## src/srxs_pkg.sv

```systemverilog
// What this block does
// - logical lane 7 takes physical input chosen by crossbar bits 5:3, reset 7.
// - logical lane 6 takes physical input chosen by crossbar bits 2:0, reset 6.
// - full-flag bit x reads high while logical lane x receive FIFO is full.
// - empty-flag bit x reads high while logical lane x receive FIFO is empty.
// - at multiframe end, any character error in that multiframe raises a sync error.
// - sync error low pulse length set by bits 5:4: one cycle for codes 0 and 1, two cycles for codes 2 and 3.
// - enable bit x turns on the bit-error test of lane x.
// - control bits 6:4 choose which lane's error count is reported.
// - control bits 3:2 choose PRBS7, PRBS15 or PRBS31.
// - control bit 1 runs the test while set, stops it while clear.
// - control bit 0 holds the test state machines and counters in reset.
// - each lane error count is compared with a 24-bit limit in three bytes.
// - selected lane 24-bit error count is read back over three byte registers.
// - pass bit x is one while lane x count is below limit; resets to 0xFF.
package srxs_pkg;

    localparam int LANES       = 8;
    localparam int ADR_W       = 12;
    localparam int IDX_W       = 10;
    localparam int CNT_W       = 24;

    // register indices; byte address is four times the index
    localparam logic [IDX_W-1:0] IDX_XBAR     = 10'h30B;
    localparam logic [IDX_W-1:0] IDX_FULL     = 10'h30C;
    localparam logic [IDX_W-1:0] IDX_EMPTY    = 10'h30D;
    localparam logic [IDX_W-1:0] IDX_SYNCCTL  = 10'h312;
    localparam logic [IDX_W-1:0] IDX_PHYSETUP = 10'h314;
    localparam logic [IDX_W-1:0] IDX_BERTEN   = 10'h315;
    localparam logic [IDX_W-1:0] IDX_BERTCTL  = 10'h316;
    localparam logic [IDX_W-1:0] IDX_LIM_LO   = 10'h317;
    localparam logic [IDX_W-1:0] IDX_LIM_MID  = 10'h318;
    localparam logic [IDX_W-1:0] IDX_LIM_HI   = 10'h319;
    localparam logic [IDX_W-1:0] IDX_CNT_LO   = 10'h31A;
    localparam logic [IDX_W-1:0] IDX_CNT_MID  = 10'h31B;
    localparam logic [IDX_W-1:0] IDX_CNT_HI   = 10'h31C;
    localparam logic [IDX_W-1:0] IDX_PASS     = 10'h31D;
    localparam logic [IDX_W-1:0] IDX_IRQ_STAT = 10'h320;
    localparam logic [IDX_W-1:0] IDX_IRQ_MASK = 10'h321;

    // reset values
    localparam logic [7:0] RST_XBAR    = 8'h3E;
    localparam logic [7:0] RST_SYNCCTL = 8'h00;
    localparam logic [7:0] RST_ZERO    = 8'h00;
    localparam logic [7:0] RST_PASS    = 8'hFF;

    // field positions
    localparam int XBAR_SEVEN_LSB = 3;
    localparam int XBAR_SIX_LSB   = 0;
    localparam int PULSE_LEN_LSB  = 4;
    localparam int CTL_LANE_LSB   = 4;
    localparam int CTL_SEQ_LSB    = 2;
    localparam int CTL_RUN_BIT    = 1;
    localparam int CTL_HOLD_BIT   = 0;
    localparam logic [7:0] CTL_RW_MASK = 8'h7F;

    // interrupt status bits
    localparam int IRQ_SYNC_ERR  = 0;
    localparam int IRQ_PASS_LOST = 1;
    localparam int IRQ_FULL      = 2;
    localparam int IRQ_EMPTY     = 3;
    localparam logic [7:0] IRQ_BITS_MASK = 8'h0F;

    // sync error pulse length codes
    localparam logic [1:0] PULSE_HALF = 2'h0;
    localparam logic [1:0] PULSE_ONE  = 2'h1;
    localparam logic [1:0] PULSE_TWO  = 2'h2;
    localparam logic [1:0] CYC_SHORT  = 2'h1;
    localparam logic [1:0] CYC_LONG   = 2'h2;

    // sequence select codes
    localparam logic [1:0] SEQ_PRBS7  = 2'h0;
    localparam logic [1:0] SEQ_PRBS15 = 2'h1;
    localparam logic [1:0] SEQ_PRBS31 = 2'h2;

    // consecutive matching bits needed before a checker counts errors
    localparam logic [5:0] LOCK_MATCHES = 6'h20;
    localparam logic [CNT_W-1:0] CNT_MAX = 24'hFFFFFF;

    typedef struct packed {
        logic              cyc;
        logic              stb;
        logic              we;
        logic [ADR_W-1:0]  adr;
        logic [3:0]        sel;
        logic [31:0]       dat;
    } srxs_wb_req_type;

    typedef struct packed {
        logic        ack;
        logic [31:0] dat;
    } srxs_wb_rsp_type;

endpackage

```

## src/srxs_lane_checker.sv

```systemverilog
`timescale 1ns/1ps
module srxs_lane_checker
(
    input  wire logic                     clk_i,
    input  wire logic                     rst_i,
    input  wire logic                     hold_i,
    input  wire logic                     enable_i,
    input  wire logic                     run_i,
    input  wire logic [1:0]               seq_sel_i,
    input  wire logic                     bit_i,
    input  wire logic [srxs_pkg::CNT_W-1:0] limit_i,
    output logic      [srxs_pkg::CNT_W-1:0] err_count_o,
    output logic                          pass_o
);
    import srxs_pkg::*;

    typedef enum logic {ST_HUNT, ST_LOCKED} srxs_chk_state_type;

    srxs_chk_state_type state_reg, state_next;
    logic [30:0]      hist_reg, hist_next;
    logic [5:0]       match_reg, match_next;
    logic [CNT_W-1:0] count_reg, count_next;
    logic             pass_reg, pass_next;
    logic             predicted;
    logic             active;

    // self-synchronising prediction from the received history
    always_comb
    begin
        case (seq_sel_i)
            SEQ_PRBS7:  predicted = hist_reg[6] ^ hist_reg[5];
            SEQ_PRBS15: predicted = hist_reg[14] ^ hist_reg[13];
            SEQ_PRBS31: predicted = hist_reg[30] ^ hist_reg[27];
            default:    predicted = hist_reg[30] ^ hist_reg[27];
        endcase
    end

    assign active = enable_i & run_i;

    // lock search, then mismatch counting
    always_comb
    begin
        state_next = state_reg;
        hist_next  = hist_reg;
        match_next = match_reg;
        count_next = count_reg;
        pass_next  = count_reg < limit_i;
        if (active)
        begin
            hist_next = {hist_reg[29:0], bit_i};
            case (state_reg)
                ST_HUNT:
                begin
                    if (bit_i != predicted)
                        match_next = 6'h00;
                    else if (match_reg == LOCK_MATCHES - 6'h01)
                        state_next = ST_LOCKED;
                    else
                        match_next = match_reg + 6'h01;
                end
                ST_LOCKED:
                begin
                    if ((bit_i != predicted) && (count_reg != CNT_MAX))
                        count_next = count_reg + 24'h000001;
                end
                default:
                    state_next = ST_HUNT;
            endcase
        end
        else if (state_reg == ST_HUNT)
            match_next = 6'h00;
    end

    // hold bit acts as a reset of the checker and its counter
    always_ff @(posedge clk_i)
    begin
        if (rst_i || hold_i)
        begin
            state_reg <= ST_HUNT;
            hist_reg  <= 31'h00000000;
            match_reg <= 6'h00;
            count_reg <= 24'h000000;
            pass_reg  <= 1'b1;
        end
        else
        begin
            state_reg <= state_next;
            hist_reg  <= hist_next;
            match_reg <= match_next;
            count_reg <= count_next;
            pass_reg  <= pass_next;
        end
    end

    assign err_count_o = count_reg;
    assign pass_o      = pass_reg;
endmodule

```

## src/srxs_top.sv

```systemverilog
// Register access over Wishbone was decided locally.
`timescale 1ns/1ps
module srxs_top
(
    input  wire logic                      clk_i,
    input  wire logic                      rst_i,
    input  wire srxs_pkg::srxs_wb_req_type wb_req_i,
    output srxs_pkg::srxs_wb_rsp_type      wb_rsp_o,
    input  wire logic [7:0]                serial_input_i,
    input  wire logic [7:0]                fifo_full_i,
    input  wire logic [7:0]                fifo_empty_i,
    input  wire logic [7:0]                char_error_i,
    input  wire logic                      multiframe_end_i,
    output logic                           logical_six_o,
    output logic                           logical_seven_o,
    output logic                           sync_output_zero_n_o,
    output logic                           sync_output_one_n_o,
    output logic [7:0]                     serial_phy_setup_value_o,
    output logic                           irq_o
);
    import srxs_pkg::*;

    // picks one physical lane bit by index
    function automatic logic lane_pick(input logic [7:0] lanes, input logic [2:0] idx);
        lane_pick = lanes[idx];
    endfunction

    // register state
    logic [7:0]       xbar_reg, xbar_next;
    logic [7:0]       syncctl_reg, syncctl_next;
    logic [7:0]       phy_reg, phy_next;
    logic [7:0]       berten_reg, berten_next;
    logic [7:0]       bertctl_reg, bertctl_next;
    logic [CNT_W-1:0] limit_reg, limit_next;
    logic [7:0]       irq_stat_reg, irq_stat_next;
    logic [7:0]       irq_mask_reg, irq_mask_next;
    logic             ack_reg, ack_next;
    logic [31:0]      rdat_reg, rdat_next;
    logic             irq_reg, irq_next;

    // lane and sync state
    logic [7:0]       meta_reg, lane_sync_reg;
    logic             six_reg, six_next;
    logic             seven_reg, seven_next;
    logic [7:0]       full_reg, empty_reg;
    logic             err_seen_reg, err_seen_next;
    logic [1:0]       low_cnt_reg, low_cnt_next;
    logic             sync_n_reg, sync_n_next;
    logic             sync_event;

    logic [CNT_W-1:0] lane_count [LANES];
    logic [7:0]       lane_pass;
    logic [7:0]       pass_prev_reg;
    logic [CNT_W-1:0] sel_count;
    logic [IDX_W-1:0] idx;
    logic             wr_commit;
    logic [7:0]       wbyte;
    logic [7:0]       irq_events;

    assign idx       = wb_req_i.adr[ADR_W-1:2];
    assign wr_commit = wb_req_i.cyc & wb_req_i.stb & wb_req_i.we & ack_reg & wb_req_i.sel[0];
    assign wbyte     = wb_req_i.dat[7:0];
    assign sel_count = lane_count[bertctl_reg[CTL_LANE_LSB +: 3]];

    // two-flop synchroniser for the physical lane pins
    always_ff @(posedge clk_i)
    begin
        if (rst_i)
        begin
            meta_reg      <= 8'h00;
            lane_sync_reg <= 8'h00;
        end
        else
        begin
            meta_reg      <= serial_input_i;
            lane_sync_reg <= meta_reg;
        end
    end

    // one bit-error checker per physical lane
    genvar g;
    generate
        for (g = 0; g < LANES; g++)
        begin : gen_lane
            srxs_lane_checker u_chk
            (
                .clk_i       (clk_i),
                .rst_i       (rst_i),
                .hold_i      (bertctl_reg[CTL_HOLD_BIT]),
                .enable_i    (berten_reg[g]),
                .run_i       (bertctl_reg[CTL_RUN_BIT]),
                .seq_sel_i   (bertctl_reg[CTL_SEQ_LSB +: 2]),
                .bit_i       (lane_sync_reg[g]),
                .limit_i     (limit_reg),
                .err_count_o (lane_count[g]),
                .pass_o      (lane_pass[g])
            );
        end
    endgenerate

    // crossbar for the upper logical lanes
    always_comb
    begin
        seven_next = lane_pick(lane_sync_reg, xbar_reg[XBAR_SEVEN_LSB +: 3]);
        six_next   = lane_pick(lane_sync_reg, xbar_reg[XBAR_SIX_LSB +: 3]);
    end

    // error collection over a multiframe and the low pulse on sync
    always_comb
    begin
        sync_event    = multiframe_end_i & (err_seen_reg | (|char_error_i));
        err_seen_next = err_seen_reg | (|char_error_i);
        if (multiframe_end_i)
            err_seen_next = 1'b0;
        low_cnt_next = low_cnt_reg;
        if (sync_event)
        begin
            case (syncctl_reg[PULSE_LEN_LSB +: 2])
                PULSE_HALF: low_cnt_next = CYC_SHORT;
                PULSE_ONE:  low_cnt_next = CYC_SHORT;
                PULSE_TWO:  low_cnt_next = CYC_LONG;
                default:    low_cnt_next = CYC_LONG;
            endcase
        end
        else if (low_cnt_reg != 2'h0)
            low_cnt_next = low_cnt_reg - 2'h1;
        sync_n_next = ~(sync_event | (low_cnt_reg > 2'h1));
    end

    // lane and sync registers
    always_ff @(posedge clk_i)
    begin
        if (rst_i)
        begin
            six_reg       <= 1'b0;
            seven_reg     <= 1'b0;
            full_reg      <= 8'h00;
            empty_reg     <= 8'h00;
            err_seen_reg  <= 1'b0;
            low_cnt_reg   <= 2'h0;
            sync_n_reg    <= 1'b1;
            pass_prev_reg <= RST_PASS;
        end
        else
        begin
            six_reg       <= six_next;
            seven_reg     <= seven_next;
            full_reg      <= fifo_full_i;
            empty_reg     <= fifo_empty_i;
            err_seen_reg  <= err_seen_next;
            low_cnt_reg   <= low_cnt_next;
            sync_n_reg    <= sync_n_next;
            pass_prev_reg <= lane_pass;
        end
    end

    // interrupt events: sync error, lost pass, FIFO flags rising
    always_comb
    begin
        irq_events                = 8'h00;
        irq_events[IRQ_SYNC_ERR]  = sync_event;
        irq_events[IRQ_PASS_LOST] = |(pass_prev_reg & ~lane_pass);
        irq_events[IRQ_FULL]      = |(fifo_full_i & ~full_reg);
        irq_events[IRQ_EMPTY]     = |(fifo_empty_i & ~empty_reg);
    end

    // bus slave and software registers
    always_comb
    begin
        xbar_next     = xbar_reg;
        syncctl_next  = syncctl_reg;
        phy_next      = phy_reg;
        berten_next   = berten_reg;
        bertctl_next  = bertctl_reg;
        limit_next    = limit_reg;
        irq_mask_next = irq_mask_reg;
        irq_stat_next = irq_stat_reg;
        ack_next      = wb_req_i.cyc & wb_req_i.stb & ~ack_reg;
        rdat_next     = 32'h00000000;
        if (wr_commit)
        begin
            case (idx)
                IDX_XBAR:     xbar_next = {2'b00, wbyte[5:0]};
                IDX_SYNCCTL:  syncctl_next = wbyte;
                IDX_PHYSETUP: phy_next = wbyte;
                IDX_BERTEN:   berten_next = wbyte;
                IDX_BERTCTL:  bertctl_next = wbyte & CTL_RW_MASK;
                IDX_LIM_LO:   limit_next[7:0] = wbyte;
                IDX_LIM_MID:  limit_next[15:8] = wbyte;
                IDX_LIM_HI:   limit_next[23:16] = wbyte;
                IDX_IRQ_MASK: irq_mask_next = wbyte & IRQ_BITS_MASK;
                IDX_IRQ_STAT: irq_stat_next = irq_stat_reg & ~wbyte;
                default:      xbar_next = xbar_reg;
            endcase
        end
        // a new event wins over a clear in the same cycle
        irq_stat_next = irq_stat_next | irq_events;
        if (wb_req_i.cyc && wb_req_i.stb && !ack_reg)
        begin
            case (idx)
                IDX_XBAR:     rdat_next[7:0] = xbar_reg;
                IDX_FULL:     rdat_next[7:0] = full_reg;
                IDX_EMPTY:    rdat_next[7:0] = empty_reg;
                IDX_SYNCCTL:  rdat_next[7:0] = syncctl_reg;
                IDX_PHYSETUP: rdat_next[7:0] = phy_reg;
                IDX_BERTEN:   rdat_next[7:0] = berten_reg;
                IDX_BERTCTL:  rdat_next[7:0] = bertctl_reg;
                IDX_LIM_LO:   rdat_next[7:0] = limit_reg[7:0];
                IDX_LIM_MID:  rdat_next[7:0] = limit_reg[15:8];
                IDX_LIM_HI:   rdat_next[7:0] = limit_reg[23:16];
                IDX_CNT_LO:   rdat_next[7:0] = sel_count[7:0];
                IDX_CNT_MID:  rdat_next[7:0] = sel_count[15:8];
                IDX_CNT_HI:   rdat_next[7:0] = sel_count[23:16];
                IDX_PASS:     rdat_next[7:0] = lane_pass;
                IDX_IRQ_STAT: rdat_next[7:0] = irq_stat_reg;
                IDX_IRQ_MASK: rdat_next[7:0] = irq_mask_reg;
                default:      rdat_next = 32'h00000000;
            endcase
        end
        irq_next = |(irq_stat_reg & irq_mask_reg);
    end

    // register file storage
    always_ff @(posedge clk_i)
    begin
        if (rst_i)
        begin
            xbar_reg     <= RST_XBAR;
            syncctl_reg  <= RST_SYNCCTL;
            phy_reg      <= RST_ZERO;
            berten_reg   <= RST_ZERO;
            bertctl_reg  <= RST_ZERO;
            limit_reg    <= 24'h000000;
            irq_stat_reg <= RST_ZERO;
            irq_mask_reg <= RST_ZERO;
            ack_reg      <= 1'b0;
            rdat_reg     <= 32'h00000000;
            irq_reg      <= 1'b0;
        end
        else
        begin
            xbar_reg     <= xbar_next;
            syncctl_reg  <= syncctl_next;
            phy_reg      <= phy_next;
            berten_reg   <= berten_next;
            bertctl_reg  <= bertctl_next;
            limit_reg    <= limit_next;
            irq_stat_reg <= irq_stat_next;
            irq_mask_reg <= irq_mask_next;
            ack_reg      <= ack_next;
            rdat_reg     <= rdat_next;
            irq_reg      <= irq_next;
        end
    end

    // outputs straight from flip-flops
    assign wb_rsp_o.ack             = ack_reg;
    assign wb_rsp_o.dat             = rdat_reg;
    assign logical_six_o            = six_reg;
    assign logical_seven_o          = seven_reg;
    assign sync_output_zero_n_o     = sync_n_reg;
    assign sync_output_one_n_o      = sync_n_reg;
    assign serial_phy_setup_value_o = phy_reg;
    assign irq_o                    = irq_reg;
endmodule

```

## config.mk

```make
export PLATFORM = sky130hd
export DESIGN_NAME = srxs_top
export DESIGN_NICKNAME = d
export VERILOG_FILES = /design/src/srxs_pkg.sv /design/src/srxs_lane_checker.sv /design/src/srxs_top.sv
export SDC_FILE = /design/constraint.sdc
export NUM_CORES = 2
export LEC_CHECK = 0
export BUFFER_PORTS_ARGS = -buffer_cell sky130_fd_sc_hd__buf_2
export CELL_PAD_IN_SITES_DETAIL_PLACEMENT = 1
export CELL_PAD_IN_SITES_GLOBAL_PLACEMENT = 1
export CORE_MARGIN = 2
export CORE_UTILIZATION = 30
export DETAILED_ROUTE_END_ITERATION = 6
export MAX_ROUTING_LAYER = met4
export PLACE_DENSITY = 0.64
export SYNTH_ARGS = -nofsm -noshare
export SYNTH_HDL_FRONTEND = slang
export SYNTH_SLANG_ARGS = --single-unit
```

## constraint.sdc

```tcl
create_clock -name clk_i -period 7.1 [get_ports clk_i]
set_input_delay 1.42 -clock clk_i [delete_from_list [all_inputs] [get_ports clk_i]]
set_output_delay 1.42 -clock clk_i [all_outputs]
set_load 0.005 [all_outputs]
```

; Word level (Yosys, flattened, before mapping)
; Index checks and enable logic that the tools add are counted.
[word_totals]
reg_bits = 657
inputBits = 86
output_inout_bits = 46
[op_classes]
n_addsub = 17
magnitude_cmp = 12
n_eq_ne = 50
muxes = 85
n_bitwise = 62
reduce_logical = 49
[ops]
columns = cell, n
row1 = 6-bit 2-to-1 mux, 40
row2 = 24-bit by 1-bit adder with 24-bit output (second input constant), 8
row3 = 24-bit < comparator, 8
row4 = 24-bit inequality test (second input constant), 8
row5 = 10-bit == test (second input constant), 16
row6 = 8-bit one-hot mux with 16 select lines, 1
row7 = 24-bit binary-select mux with 3-bit select, 1
row8 = 6-bit by 1-bit adder with 6-bit output (second input constant), 8
row9 = 6-bit by 5-bit == test with 1-bit output (second input constant), 8
row10 = 24-bit 2-to-1 mux, 2
row11 = 8-bit OR reduction, 5
row12 = 2-bit AND reduction, 17
row13 = 8-bit bitwise AND, 4
row14 = 8-bit NOT, 4
row15 = 1-bit 2-to-1 mux, 26
row16 = 3-bit inequality test (second input constant), 8
row17 = 3-bit AND reduction, 8
row18 = 1-bit bitwise XOR, 24
row19 = 8-bit 2-to-1 mux, 2
row20 = 1-bit one-hot mux with 2 select lines, 8
row21 = 1-bit bitwise AND, 14
row22 = 1-bit NOT, 11
row23 = 1-bit logical AND, 10
row24 = 8-bit by 4-bit bitwise AND with 8-bit output, 1
row25 = 16 further kinds, 33

; Logic depth before layout (Yosys ltp)
[logic_depth]
depth_word = 6
depth_mapped = 9
ltp_nobuf = 8

; By module
; A second synthesis with hierarchy kept.
[unflattened]
cells_unflattened = 4107
hier_area_um2 = 34374.2
[modules_own_cells]
columns = module, instances, cells_each, area_per_inst_um2
row1 = srxs_lane_checker (gen_lane[0].u_chk ...), 7, 422, 3370.7
row2 = srxs_top, 1, 721, 7355.8
row3 = srxs_lane_checker (gen_lane[7].u_chk), 1, 432, 3423.3

; Worst setup path before layout
; Ideal clock, no wire load.
[synth_timing]
path_type = input to register
startpoint = in wb_req_i[39] (netlist bit)
endpoint = reg limit_reg[0]
arrival_ns = 3.278
required_ns = 6.972
slack_ns = 3.694
cell_stages = 7
path_cell_list = clkbuf_1 -> clkbuf_1 -> clkbuf_1 -> nand2_1 -> nor2_1 -> mux2i_1 -> nor2_1
[synth_between]
elab_chain_len = 2
[synth_lines]
columns = item, line_no
row1 = start: declaration, srxs_top.sv:7  ; input wire srxs_pkg::srxs_wb_req_type wb_req_i,
row2 = 10-bit == test, srxs_top.sv:182  ; case (idx)
row3 = 2-bit AND reduction (no source line), --
row4 = end signal: assignment, srxs_top.sv:247  ; limit_reg <= limit_next;
row5 = end: declaration, srxs_top.sv:34  ; logic [CNT_W-1:0] limit_reg, limit_next;
; Every way passes these cells.
; A chain may end at the register's enable or synchronous reset.

; Worst setup path in the final report
[layout_timing]
startpoint = in wb_req_i[38] (netlist bit)
endpoint = reg berten_reg[6]
[layout_between]
elab_chain_len = 2
[layout_lines]
columns = item, line_no
row1 = 10-bit == test, srxs_top.sv:182
row2 = 2-bit AND reduction (no source line), --
row3 = end signal: assignment, srxs_top.sv:245  ; berten_reg <= berten_next;
row4 = end: declaration, srxs_top.sv:32  ; logic [7:0] berten_reg, berten_next;
; Every way passes these cells.

==> reports/qor.yml <==
worst_setup_path:
  arrival_ps: 4170
  endpoint: "berten_reg[6]"
  cp_max_fo: 33
  crit_path_start_kind: "input pin"
  cp-startpoint: "wb_req_i[38]"
  worst-r2r-cell-count: 6
  crit_required_ps: 7610
  rrSetupSlack_ps: 3710
  reg2reg_from: "lane_sync_reg[7]"
  worstSetupEndpointType: "register"
  crit_type: "input pin to register"
  r2r_end: "gen_lane[7].u_chk.err_count_o[21]"
placed_design:
  dp_cells: 5142
  pre_cts_slack_ps: 3000
  gp_routability_congestion: 0.926
  hpwl_um: 73400
  io_buffers: 78
floorplan:
  initial_core_util_pct: 30.3
  ios: 132
  dieArea_mm2: 0.111
  die_x_um: 333
  placementRows: 120
  core_mm2: 0.107
  fp.dieH_um: 333
global_route:
  grt_max_degree: 168
  grt_first_pass_wirelength_um: 164000
  grt_antenna_before_repair: 3
  grt-ovfl-total: 0
  grt_use_total_pct: 19.3
  grt_pass1_vias: 27956
timing:
  fin_tns_setup_ps: 0
  post-route-period-util_pct: 51.5
  fin_skew_ps: 45.5
  setup_viol: 0
  period_minus_slack_ps: 3650
  worstMarginPinSlew_ps: 1150
  rsz0062_at_grt: "false"
  setup_ws_ps: 3450
  slew_headroom_pct: 23.4
  hold_viol: 0
  slew_violations: 0
  fmax_ghz: 0.274
layout:
  stdcell_count: 5280
  nNetsFinal: 4103
  layout-drive-gt1-share_pct: 8.59
  syn_to_final_growth_pct: 13.0
  largest_reg_flops: 248
synth:
  synth.distinct_cells: 71
  synth_ff_type: "dfxtp_1"
  ys_top_cells_by_count: "nand2_1 (704), dfxtp_1 (633), a21oi_1 (386), nor2_1 (311), ha_1 (202)"
  ys_seq_elements: 633
  syn_area_mm2: 0.0325
  avgSynthCellArea_um2: 8.47
  ys_top_cells_by_area: "dfxtp_1 (39%), nand2_1 (8.1%), ha_1 (7.8%)"
  synthMostInstantiatedCell: "nand2_1"
  synth_top_cell_by_area: "dfxtp_1"
  ys_warn_count: 0
  synth_cells: 3835
  synth-edff-count: 0
  synth_top_area_share_pct: 39.0
  ys_seq_area_share_pct: 39.0
  synthArstFlopShare_pct: 0
clock_tree:
  postCtsSetupBuffers: 0
  h-tree-depth: 3
  cts.hold.buffers_added: 0
  ctsResizeCount: 0
  cts_tree: "built"
  cts_buffers: 74
  cts-root-buf: "clkbuf_16"
  cts.path.max_buffers: 3
  clk_pin_slew_ps: 60
  clkSinkCount: 633
  insertion_delay_ps: 650
worst_hold_path:
  holdCritPathClass: "register to register"
drt:
  drt_iter0_drc: 1846
  num_vias: 28403
  dr.pass1.iters: 6
  wire_per_inst_um: 20.1
  vias_per_cell: 5.38
  antenna_left: 0
  drc: 0
  wl_um: 106000
run_status:
  outcome: "completed"
power:
  ir_drop_uv: 156
  leakagePower_nw: 12.9
  p_per_area_mw_per_mm2: 216
flow_run:
  drv_cap: 0
## worst min-delay path by stage
stage          slack, ps  depth (start not counted)                             end                     startpoint
2_1_floorplan        410                          1                lane_sync_reg[0]                    meta_reg[0]
3_3_place_gp         420                          1                lane_sync_reg[5]                    meta_reg[5]
3_5_place_dp         430                          1                lane_sync_reg[7]                    meta_reg[7]
4_1_cts              430                          2  gen_lane[3].u_chk.hist_reg[10]  gen_lane[3].u_chk.hist_reg[9]
5_1_grt              460                          2   gen_lane[1].u_chk.hist_reg[5]  gen_lane[1].u_chk.hist_reg[4]
6_report             430                          2  gen_lane[3].u_chk.hist_reg[10]  gen_lane[3].u_chk.hist_reg[9]
## cells in the final DEF, fill, tap and decap left out, drive strengths merged, types with 16 or more instances in the layout
cell    netlist  routed
xor2         49      49
and2         31      31
nor3         71      71
nand3       127     127
nor2        311     311
a31oi        30      30
o22ai        18      18
or3          55      55
buf          42     114
dfxtp       633     633
nor4         40      40
a21oi       386     386
o21ai       105     105
nand2       704     704
clkinv        0      20
nand2b       19      19
nor4b        16      16
nor2b        42      42
ha          202     202
nand4        92      92
and3         44      44
mux4         54      54
clkbuf      191     101
and4         39      39
a221oi       20      20
mux2i       109     109
a21o         45      45
inv          70      73
conb          1      24
a22oi        17      17
xnor2        73      73
o31ai        16      16
## per-stage QoR
step                      hold slack (ps)  area (um^2)  utilization (%)  power, mW
after floorplan                       414        32600                -       3.79
after global placement                419        34000             31.7       3.86
after CTS                             432        36700             34.2       8.02
after detailed placement              433        34000             31.7       3.86
final                                 430        36700             34.2       7.92
after global routing                  456        36700             34.2       8.19
## per-layer routing
metal  part of all wire [%]  vias to the layer above  global-route usage (%)
met2                     46                      628                    30.3
met5                      0                        -                       -
met3                    5.0                      167                    2.82
met1                     46                    14038                    25.1
li1                       -                    13570                       -
met4                    3.4                        0                    7.01
## worst max-delay path, cell delays in order
cell,delay [ps]
buf_2,80
buf_4,380
nor2b_1,730
nand2_1,250
nor2_1,920
mux2i_1,300
nor2_1,60
## cell type report
type                       instances  area [um^2]
clock buffer                     101         2130
timing repair buffer             114          688
tap                             1403         1760
inverter                          70          263
fill                           12610        70500
antenna                            2         5.00
clock inverter                    35          514
sequential                       633        12700
multi-input combinational       2922        18600
## where the power goes
group / switching, mW / internal [mW]
Combinational: 0.139 / 0.0585
Clock: 1.64 / 2.49
Sequential: 0.0178 / 3.57
## logic make-up (layout without fill, tap and decap cells)
kind of cell	after synthesis	in the layout	share of synthesized area (%)
other	1	26	0.0115
AOI/OAI and AO/OA	737	737	13.5
and+or+nand+nor	1649	1649	23.9
xor gates and xnor gates	140	140	4.55
muxes	170	170	7.35
adders and majority gates	202	202	7.78
DFF	633	633	39.0
buffers and inverters	303	320	3.84
No activity file was read; power rests on OpenSTA's default activity.
